$ cat src/bmw_defines.svh
// offsets, field positions, reset values and read-only patterns of the memory window registers
// Functional notes
// RULE_01: internal-bus error flags (bits 15:11 and 8) always read zero.
// RULE_02: select-timing field, bits 10:9 of internal bus status, always reads 00.
// RULE_03: back-to-back and high-speed capability bits 7 and 5 read zero.
// RULE_04: reserved status bits 6 and 4:0 read zero; whole status register reads zero.
// RULE_05: writable memory bottom field 15:4 gives address 31:20, low 20 bits zero.
// RULE_06: writable memory top field 15:4 gives address 31:20, low 20 bits ones.
// RULE_07: memory bottom and top decide downstream forwarding of memory transactions.
// RULE_08: bits 3:0 of memory bottom and top registers are read-only zero.
// RULE_09: writable prefetch bottom field 15:4, low bits zero, upper half elsewhere.
// RULE_10: prefetch bottom bits 3:0 read-only one, advertising 64-bit addressing.
// RULE_11: memory bottom resets to zero and keeps whatever software writes.
// RULE_12: separate writable 32-bit prefetch bottom upper half at offset 28h.
// RULE_13: windows are inclusive at both the expanded bottom and expanded top.
// RULE_14: prefetch window compared over 64 bits using the upper register.
`ifndef BMW_DEFINES_SVH
`define BMW_DEFINES_SVH
`define BMW_OFF_STATUS 8'h1e
`define BMW_OFF_MEM_BOT 8'h20
`define BMW_OFF_MEM_TOP 8'h22
`define BMW_OFF_PF_BOT 8'h24
`define BMW_OFF_PF_UPPER 8'h28
`define BMW_STATUS_RESET 16'h0000
`define BMW_MEM_BOT_RESET 12'h000
`define BMW_MEM_TOP_RESET 12'h000
`define BMW_PF_BOT_RESET 12'h000
`define BMW_PF_UPPER_RESET 32'h0000_0000
`define BMW_MEM_TYPE 4'h0
`define BMW_PF_TYPE 4'h1
`define BMW_LOW_ZERO 20'h0_0000
`define BMW_LOW_ONES 20'hf_ffff
`endif

$ cat src/bmw_pkg.sv
// types shared by the memory window register bank
package bmw_pkg;
  // one configuration access, dword aligned, byte enables per lane
  typedef struct packed {
    logic rd;
    logic wr;
    logic [7:0] addr;
    logic [3:0] be;
    logic [31:0] wdata;
  } bmw_cfg_req_t;

  // one memory transaction address offered for a window check
  typedef struct packed {
    logic valid;
    logic [63:0] addr;
  } bmw_lookup_t;

  // whole state of the bank
  typedef struct packed {
    logic [11:0] mem_bot;
    logic [11:0] mem_top;
    logic [11:0] pf_bot;
    logic [31:0] pf_upper;
    logic [31:0] rdata;
    logic rvalid;
    logic mem_hit;
    logic pf_hit;
    logic hit_valid;
  } bmw_state_t;
endpackage

$ cat src/bmw_regs.sv
// memory window register bank with downstream forwarding decision
`timescale 1ns/10ps
`default_nettype none
`include "bmw_defines.svh"
module bmw_regs (
  // clock and reset
  input wire logic CLOCK_I,
  input wire logic SRST_I,
  // configuration access
  input wire bmw_pkg::bmw_cfg_req_t CFG_REQ_I,
  output logic [31:0] CFG_RDATA_O,
  output logic CFG_RVALID_O,
  // window lookup
  input wire bmw_pkg::bmw_lookup_t LOOKUP_I,
  input wire logic [63:0] PF_TOP_I,
  output logic MEM_HIT_O,
  output logic PF_HIT_O,
  output logic HIT_VALID_O
);
  import bmw_pkg::*;

  bmw_state_t st_ff;
  bmw_state_t nxt_st;
  logic [31:0] merged;
  logic [31:0] cur_word;
  logic [31:0] mem_lo;
  logic [31:0] mem_hi;
  logic [63:0] pf_lo;

  // true when the access hits the dword holding the given offset
  function automatic logic dword_hit(input logic [7:0] a, input logic [7:0] off);
    dword_hit = (a[7:2] == off[7:2]);
  endfunction

  // byte-enable merge of write data over the current dword
  function automatic logic [31:0] be_merge(input logic [31:0] old, input logic [31:0] wd,
                                            input logic [3:0] be);
    logic [31:0] r;
    r = old;
    for (int i = 0; i < 4; i++) begin
      if (be[i]) begin
        r[i*8 +: 8] = wd[i*8 +: 8];
      end
    end
    be_merge = r;
  endfunction

  // expanded window edges
  // RULE_05 bottom low bits zero
  assign mem_lo = {st_ff.mem_bot, `BMW_LOW_ZERO};
  // RULE_06 top low bits ones
  assign mem_hi = {st_ff.mem_top, `BMW_LOW_ONES};
  // RULE_14 64-bit prefetch bottom
  assign pf_lo = {st_ff.pf_upper, st_ff.pf_bot, `BMW_LOW_ZERO};

  // read view of the addressed dword; unimplemented halves read zero
  always_comb begin
    cur_word = 32'h0000_0000;
    if (dword_hit(CFG_REQ_I.addr, `BMW_OFF_STATUS)) begin
      // RULE_01 RULE_02 RULE_03 RULE_04 status hardwired zero
      cur_word = {`BMW_STATUS_RESET, 16'h0000};
    end else if (dword_hit(CFG_REQ_I.addr, `BMW_OFF_MEM_BOT)) begin
      // RULE_08 low nibbles read zero
      cur_word = {st_ff.mem_top, `BMW_MEM_TYPE, st_ff.mem_bot, `BMW_MEM_TYPE};
    end else if (dword_hit(CFG_REQ_I.addr, `BMW_OFF_PF_BOT)) begin
      // RULE_10 wide address indicator
      cur_word = {16'h0000, st_ff.pf_bot, `BMW_PF_TYPE};
    end else if (dword_hit(CFG_REQ_I.addr, `BMW_OFF_PF_UPPER)) begin
      cur_word = st_ff.pf_upper;
    end
  end

  assign merged = be_merge(cur_word, CFG_REQ_I.wdata, CFG_REQ_I.be);

  // next state: writes only touch writable fields, read-only bits are rebuilt
  always_comb begin
    nxt_st = st_ff;
    nxt_st.rvalid = CFG_REQ_I.rd;
    nxt_st.rdata = CFG_REQ_I.rd ? cur_word : st_ff.rdata;
    if (CFG_REQ_I.wr) begin
      if (dword_hit(CFG_REQ_I.addr, `BMW_OFF_MEM_BOT)) begin
        // RULE_11 bottom keeps written value
        nxt_st.mem_bot = merged[15:4];
        // RULE_06 writable top field
        nxt_st.mem_top = merged[31:20];
      end
      if (dword_hit(CFG_REQ_I.addr, `BMW_OFF_PF_BOT)) begin
        // RULE_09 writable prefetch bottom
        nxt_st.pf_bot = merged[15:4];
      end
      if (dword_hit(CFG_REQ_I.addr, `BMW_OFF_PF_UPPER)) begin
        // RULE_12 upper half register
        nxt_st.pf_upper = merged;
      end
    end
    // the decision uses the settings before a same-cycle write lands
    nxt_st.hit_valid = LOOKUP_I.valid;
    // RULE_07 RULE_13 inclusive 32-bit memory window
    nxt_st.mem_hit = LOOKUP_I.valid && (LOOKUP_I.addr[63:32] == 32'h0000_0000) &&
                     (LOOKUP_I.addr[31:0] >= mem_lo) && (LOOKUP_I.addr[31:0] <= mem_hi);
    // RULE_13 RULE_14 inclusive 64-bit prefetch window
    nxt_st.pf_hit = LOOKUP_I.valid && (LOOKUP_I.addr >= pf_lo) && (LOOKUP_I.addr <= PF_TOP_I);
    if (SRST_I) begin
      // RULE_11 reset values
      nxt_st.mem_bot = `BMW_MEM_BOT_RESET;
      nxt_st.mem_top = `BMW_MEM_TOP_RESET;
      nxt_st.pf_bot = `BMW_PF_BOT_RESET;
      nxt_st.pf_upper = `BMW_PF_UPPER_RESET;
      nxt_st.rdata = 32'h0000_0000;
      nxt_st.rvalid = 1'b0;
      nxt_st.mem_hit = 1'b0;
      nxt_st.pf_hit = 1'b0;
      nxt_st.hit_valid = 1'b0;
    end
  end

  // single state register
  always_ff @(posedge CLOCK_I) begin
    st_ff <= nxt_st;
  end

  // outputs straight from the state register
  assign CFG_RDATA_O = st_ff.rdata;
  assign CFG_RVALID_O = st_ff.rvalid;
  assign MEM_HIT_O = st_ff.mem_hit;
  assign PF_HIT_O = st_ff.pf_hit;
  assign HIT_VALID_O = st_ff.hit_valid;

  // status dword upper half always zero
  a_status_reads_zero: assert property (@(posedge CLOCK_I) disable iff (SRST_I) // RULE_04
    CFG_REQ_I.rd && dword_hit(CFG_REQ_I.addr, `BMW_OFF_STATUS) |=>
    CFG_RVALID_O && (CFG_RDATA_O[31:16] == 16'h0000))
    else $error("internal bus status read nonzero");

  a_mem_low_zero: assert property (@(posedge CLOCK_I) disable iff (SRST_I) // RULE_08
    CFG_REQ_I.rd && dword_hit(CFG_REQ_I.addr, `BMW_OFF_MEM_BOT) |=>
    (CFG_RDATA_O[3:0] == 4'h0) && (CFG_RDATA_O[19:16] == 4'h0))
    else $error("memory window low nibble not zero");

  a_pf_type_one: assert property (@(posedge CLOCK_I) disable iff (SRST_I) // RULE_10
    CFG_REQ_I.rd && dword_hit(CFG_REQ_I.addr, `BMW_OFF_PF_BOT) |=>
    CFG_RDATA_O[3:0] == 4'h1)
    else $error("prefetch type field not one");

  a_mem_bot_write: assert property (@(posedge CLOCK_I) disable iff (SRST_I) // RULE_11
    CFG_REQ_I.wr && (CFG_REQ_I.be[1:0] == 2'h3) && dword_hit(CFG_REQ_I.addr, `BMW_OFF_MEM_BOT)
    |=> st_ff.mem_bot == $past(CFG_REQ_I.wdata[15:4]))
    else $error("memory bottom write lost");

  a_pf_upper_write: assert property (@(posedge CLOCK_I) disable iff (SRST_I) // RULE_12
    CFG_REQ_I.wr && (CFG_REQ_I.be == 4'hf) && dword_hit(CFG_REQ_I.addr, `BMW_OFF_PF_UPPER)
    |=> st_ff.pf_upper == $past(CFG_REQ_I.wdata))
    else $error("prefetch upper write lost");

  a_reset_clears: assert property (@(posedge CLOCK_I) // RULE_11
    SRST_I |=> (st_ff.mem_bot == 12'h000) && (st_ff.pf_upper == 32'h0000_0000) &&
    !CFG_RVALID_O && !MEM_HIT_O)
    else $error("reset values wrong");

  a_mem_bottom_edge: assert property (@(posedge CLOCK_I) disable iff (SRST_I) // RULE_13
    LOOKUP_I.valid && (LOOKUP_I.addr == {32'h0000_0000, mem_lo}) && (mem_lo <= mem_hi)
    |=> MEM_HIT_O && HIT_VALID_O)
    else $error("memory bottom edge not forwarded");

  a_mem_top_edge: assert property (@(posedge CLOCK_I) disable iff (SRST_I) // RULE_07
    LOOKUP_I.valid && (LOOKUP_I.addr == {32'h0000_0000, mem_hi}) && (mem_lo <= mem_hi)
    |=> MEM_HIT_O)
    else $error("memory top edge not forwarded");

  a_mem_below_miss: assert property (@(posedge CLOCK_I) disable iff (SRST_I) // RULE_05
    LOOKUP_I.valid && (LOOKUP_I.addr < {32'h0000_0000, mem_lo}) |=> !MEM_HIT_O)
    else $error("address below memory bottom forwarded");

  a_pf_wide_miss: assert property (@(posedge CLOCK_I) disable iff (SRST_I) // RULE_14
    LOOKUP_I.valid && (LOOKUP_I.addr < pf_lo) |=> HIT_VALID_O && !PF_HIT_O)
    else $error("address below prefetch bottom forwarded");

  // error, select-timing and capability status fields each checked on their own so a fault names the field
  a_error_flags_zero: assert property (@(posedge CLOCK_I) disable iff (SRST_I) // RULE_01
    CFG_REQ_I.rd && dword_hit(CFG_REQ_I.addr, `BMW_OFF_STATUS) |=>
    (CFG_RDATA_O[31:27] == 5'h00) && !CFG_RDATA_O[24])
    else $error("internal bus error flag set");

  a_select_timing_zero: assert property (@(posedge CLOCK_I) disable iff (SRST_I) // RULE_02
    CFG_REQ_I.rd && dword_hit(CFG_REQ_I.addr, `BMW_OFF_STATUS) |=>
    CFG_RDATA_O[26:25] == 2'h0)
    else $error("select timing field not zero");

  a_capability_zero: assert property (@(posedge CLOCK_I) disable iff (SRST_I) // RULE_03
    CFG_REQ_I.rd && dword_hit(CFG_REQ_I.addr, `BMW_OFF_STATUS) |=>
    !CFG_RDATA_O[23] && !CFG_RDATA_O[21])
    else $error("capability bit set");

  // a full write of the upper half must land in the top field
  a_mem_top_write: assert property (@(posedge CLOCK_I) disable iff (SRST_I) // RULE_06
    CFG_REQ_I.wr && (CFG_REQ_I.be[3:2] == 2'h3) && dword_hit(CFG_REQ_I.addr, `BMW_OFF_MEM_BOT)
    |=> st_ff.mem_top == $past(CFG_REQ_I.wdata[31:20]))
    else $error("memory top write lost");

  a_pf_bot_write: assert property (@(posedge CLOCK_I) disable iff (SRST_I) // RULE_09
    CFG_REQ_I.wr && (CFG_REQ_I.be[1:0] == 2'h3) && dword_hit(CFG_REQ_I.addr, `BMW_OFF_PF_BOT)
    |=> st_ff.pf_bot == $past(CFG_REQ_I.wdata[15:4]))
    else $error("prefetch bottom write lost");

  // hits only stand in the cycle after a lookup, so a stale hit cannot forward
  a_idle_no_hit: assert property (@(posedge CLOCK_I) disable iff (SRST_I) // RULE_07
    !LOOKUP_I.valid |=> !HIT_VALID_O && !MEM_HIT_O && !PF_HIT_O)
    else $error("hit shown without lookup");

  a_mem_above_miss: assert property (@(posedge CLOCK_I) disable iff (SRST_I) // RULE_06
    LOOKUP_I.valid && (LOOKUP_I.addr > {32'h0000_0000, mem_hi}) |=> !MEM_HIT_O)
    else $error("address above memory top forwarded");

  a_pf_above_miss: assert property (@(posedge CLOCK_I) disable iff (SRST_I) // RULE_13
    LOOKUP_I.valid && (LOOKUP_I.addr > PF_TOP_I) |=> HIT_VALID_O && !PF_HIT_O)
    else $error("address above prefetch top forwarded");

  // the memory window is 32-bit only, so high addresses never hit it
  a_mem_high_miss: assert property (@(posedge CLOCK_I) disable iff (SRST_I) // RULE_05
    LOOKUP_I.valid && (LOOKUP_I.addr[63:32] != 32'h0000_0000) |=> !MEM_HIT_O)
    else $error("high address hit memory window");

  // a read answers in exactly the next cycle; reads during reset are not taken
  a_read_answer: assert property (@(posedge CLOCK_I) disable iff (SRST_I) // RULE_11
    CFG_RVALID_O == ($past(CFG_REQ_I.rd) && !$past(SRST_I)))
    else $error("read answer out of step");
endmodule
`default_nettype wire

$ cat config.mk
export PLATFORM = sky130hd
export DESIGN_NAME = bmw_regs
export DESIGN_NICKNAME = d
export VERILOG_FILES = /design/src/bmw_pkg.sv /design/src/bmw_regs.sv
export VERILOG_INCLUDE_DIRS = /design/src
export SDC_FILE = /design/constraint.sdc
export NUM_CORES = 1
export LEC_CHECK = 0
export BUFFER_PORTS_ARGS = -buffer_cell sky130_fd_sc_hd__buf_2
export CAP_MARGIN = 20
export CORE_MARGIN = 3
export CORE_UTILIZATION = 55
export DETAILED_ROUTE_END_ITERATION = 7
export GPL_ROUTABILITY_DRIVEN = 0
export HOLD_SLACK_MARGIN = 0.06
export PLACE_DENSITY = 0.89
export SETUP_SLACK_MARGIN = 0.1
export SLEW_MARGIN = 30
export SYNTH_ARGS = -nofsm -noshare
export SYNTH_HDL_FRONTEND = slang
export SYNTH_SLANG_ARGS = --single-unit
$ cat constraint.sdc
create_clock -name CLOCK_I -period 4.4 [get_ports CLOCK_I]
set_input_delay 0.44 -clock CLOCK_I [delete_from_list [all_inputs] [get_ports CLOCK_I]]
set_output_delay 0.44 -clock CLOCK_I [all_outputs]
set_load 0.05 [all_outputs]
==> flow_summary.ini <==
[timing]
report.final.hold_viol_count = 0
worstMarginPinSlew_ps = 941
rsz0062_at_grt = false
clock_skew_ps = 11.9
slew_headroom_pct = 37.3
max_freq_ghz = 0.406
layout_min_cycle_time_ps = 2470
drv_slew = 0
fin_crit_sh_pct = 56.0
setup_ws_ps = 1930
tns_ps = 0
setup_viol = 0

[clock_network]
numCtsBuffers = 9
clock-sinks = 104
hold_buffers = 0
cts_setup_buffers = 0
clk_pin_slew_worst_paths_ps = 70
clk_latency_ps = 360
cts-resized-gates = 0
cts_tree = yes
htreeDepth = 3
clock_tree.buffer_depth = 2
cts_root_buf = clkbuf_16

[cells_and_area]
antenna_cells = 0
layout.nets = 1505
multi_input_area_um2 = 4950
fin_cells = 1377
seqCellArea_um2 = 2080
final_util_pct = 68.2
synthToLayoutAreaGrowth_pct = 18.5
drive_above_1_share_pct = 20.2
layout_commonest_cell = buf_2
mostFrequentLayoutCells = buf_2, inv_1, ha_1
fillers = 1112

[global_routing]
grt_start_max_net_pins = 102
grt_pass1_vias = 7395
grt_pass1_wl_mm = 36.7
antenna_found_initial = 0
grt_overflow = 0
gr-usage-all-layers_pct = 28.5

[worst_setup_path]
setup.worst_path.end_class = flip-flop
worstRegToRegCells = 8
critPathSlowestCell = and2_1
required_ps = 4660
r2r_setup_slack_ps = 2240
path_max_fanout = 29
startpoint_type = input port
path_class = in -> reg
r2r_start = pf_lo[25]
cp_cell_sequence = buf_2, nor4b_4, buf_4, nor3b_2, buf_4, and2_1, buf_4, nor2_1, a211oi_1
critPathMostFrequentCell = buf_4
worst_path_largest_cell_delay_ps = 480
rr_endpoint = PF_HIT_O
cp.arrival_ps = 2720

[floorplanning]
die_h_um = 125
dieArea_um2 = 15600
io_pins = 213
fp.dieW_um = 125
initial_utilization_pct = 57.6
core_um2 = 13500
std_cell_rows = 42

[run_status]
status = completed

[place]
place_hpwl_mm = 18.2
post-place-ws_ps = 1620
port_buffers = 210
place_inst = 1361

[logic_synthesis]
ys.flop_type = dfxtp_1
ys_ff_latch = 104
yosysSeqAreaShare_pct = 26.8
avgSynthCellArea_um2 = 7.66
synthCells = 1015
async_flop_share_pct = 0
ys_types = 38
yosysWarnings = 0
netlist_area_um2 = 7770
synth-edff-count = 0
synth_nets = 1324

[detailed_routing]
wl_mm = 22.9
routed_via_density = 5.75
drc_errors = 0
drtAntennaViolNets = 0
drt_pass1_iterations = 6
routedWlPerCell_um = 16.7
initialDrtViolationCount = 733
vias = 7923

[power_and_ir_drop]
leakagePower_nw = 4.15
peakVddDrop_mv = 0.319
power.density_nw_per_um2 = 238

[job]
max-cap-violations = 0

[min_path]
whs_path_depth = 3
hold_path.class = in -> reg
holdCritStartpoint = CFG_REQ_I[3]
holdPathEnd = pf_lo[35]
-- registers in the layout (all words and copies together) (netlist names) --
| register | flops |
|---|---|
| MEM_HIT_O | 1 |
| mem_hi | 12 |
| CFG_RVALID_O | 1 |
| HIT_VALID_O | 1 |
| PF_HIT_O | 1 |
| mem_lo | 12 |
| pf_lo | 44 |
| CFG_RDATA_O | 32 |
-- Yosys cell counts, types with 2 or more instances --
cell type | count | area share, %
nand3_1 | 39 | 2.5
dfxtp_1 | 104 | 27
ha_1 | 132 | 21
a211oi_1 | 52 | 5.0
a2111o_1 | 2 | 0.29
o21ai_0 | 31 | 2.0
nor4_1 | 14 | 1.1
nand2b_1 | 22 | 1.8
mux2i_1 | 26 | 3.3
inv_1 | 147 | 7.1
and4_1 | 3 | 0.34
buf_2 | 17 | 1.1
nor2_1 | 72 | 3.5
a21oi_1 | 108 | 7.0
nor4_2 | 3 | 0.48
buf_1 | 3 | 0.14
nor3_1 | 3 | 0.19
clkbuf_1 | 27 | 1.3
a22oi_1 | 12 | 1.2
nand2_1 | 110 | 5.3
and3_1 | 3 | 0.24
o211ai_1 | 5 | 0.48
and4_2 | 3 | 0.39
a21o_1 | 23 | 2.2
a221oi_1 | 7 | 0.79
nor2b_1 | 8 | 0.64
and2_1 | 2 | 0.16
nand4_1 | 27 | 2.2
-- per-layer routing --
layer	GRT usage, %	wire length, um	up-vias	part of all wire (%)
met4	8.23	689	0	3.0
met3	5.62	2270	54	9.9
met1	39.5	9870	3574	43
li1	-	-	3891	-
met5	0	0	-	0
met2	45.2	10100	404	44
-- area by class of cell --
class / instances / share of cell area, %
Multi-Input combinational cell: 717 / 53.7
Clock buffer: 11 / 2.74
Sequential cell: 104 / 22.6
Clock inverter: 5 / 0.502
Timing Repair Buffer: 217 / 12.0
Tap cell: 176 / 2.39
Inverter: 147 / 5.99
-- logic make-up (layout without fill, tap and decap cells) --
| kind of cell | count (synthesis) | after routing | synth area share [%] |
|---|---|---|---|
| AOI/OAI and AO/OA | 246 | 246 | 19.7 |
| adders and majority gates | 132 | 132 | 21.2 |
| buffers and inverters | 194 | 380 | 9.64 |
| DFF | 104 | 104 | 26.8 |
| muxes | 26 | 26 | 3.35 |
| and+or+nand+nor | 313 | 313 | 19.3 |
-- power breakdown --
part | total, mW | internal (mW) | switching, mW
clock network | 0.805 | 0.425 | 0.380
logic | 0.436 | 0.183 | 0.252
registers | 0.957 | 0.950 | 0.00627
total | 2.20 | 1.56 | 0.639
-- worst max-delay path, delay by kind of cell --
kind,cells,cell delay [ps]
buffers and inverters,4,1050
and+or+nand+nor,4,1010
AOI/OAI and AO/OA,1,200
-- how the worst max path moves through the flow --
| stage | startpoint | to | slack (ps) |
|---|---|---|---|
| after floorplan | PF_TOP_I[25] | PF_HIT_O | 2440 |
| after global placement | CFG_REQ_I[43] | mem_lo[25] | 1650 |
| after detailed placement | CFG_REQ_I[43] | mem_lo[24] | 1620 |
| after CTS | CFG_REQ_I[43] | mem_lo[22] | 1980 |
| after global routing | CFG_REQ_I[43] | mem_lo[28] | 1740 |
| final | CFG_REQ_I[43] | mem_lo[22] | 1930 |
-- stage by stage --
stage	instance area (um2)	total power, mW	hold WS, ps
2_1_floorplan	7770	1.23	449
3_5_place_dp	8910	1.41	458
6_report	9220	2.20	354
3_3_place_gp	8910	1.39	454
5_1_grt	9220	2.29	368
4_1_cts	9210	2.20	348
No activity file was read; power rests on OpenSTA's default activity.
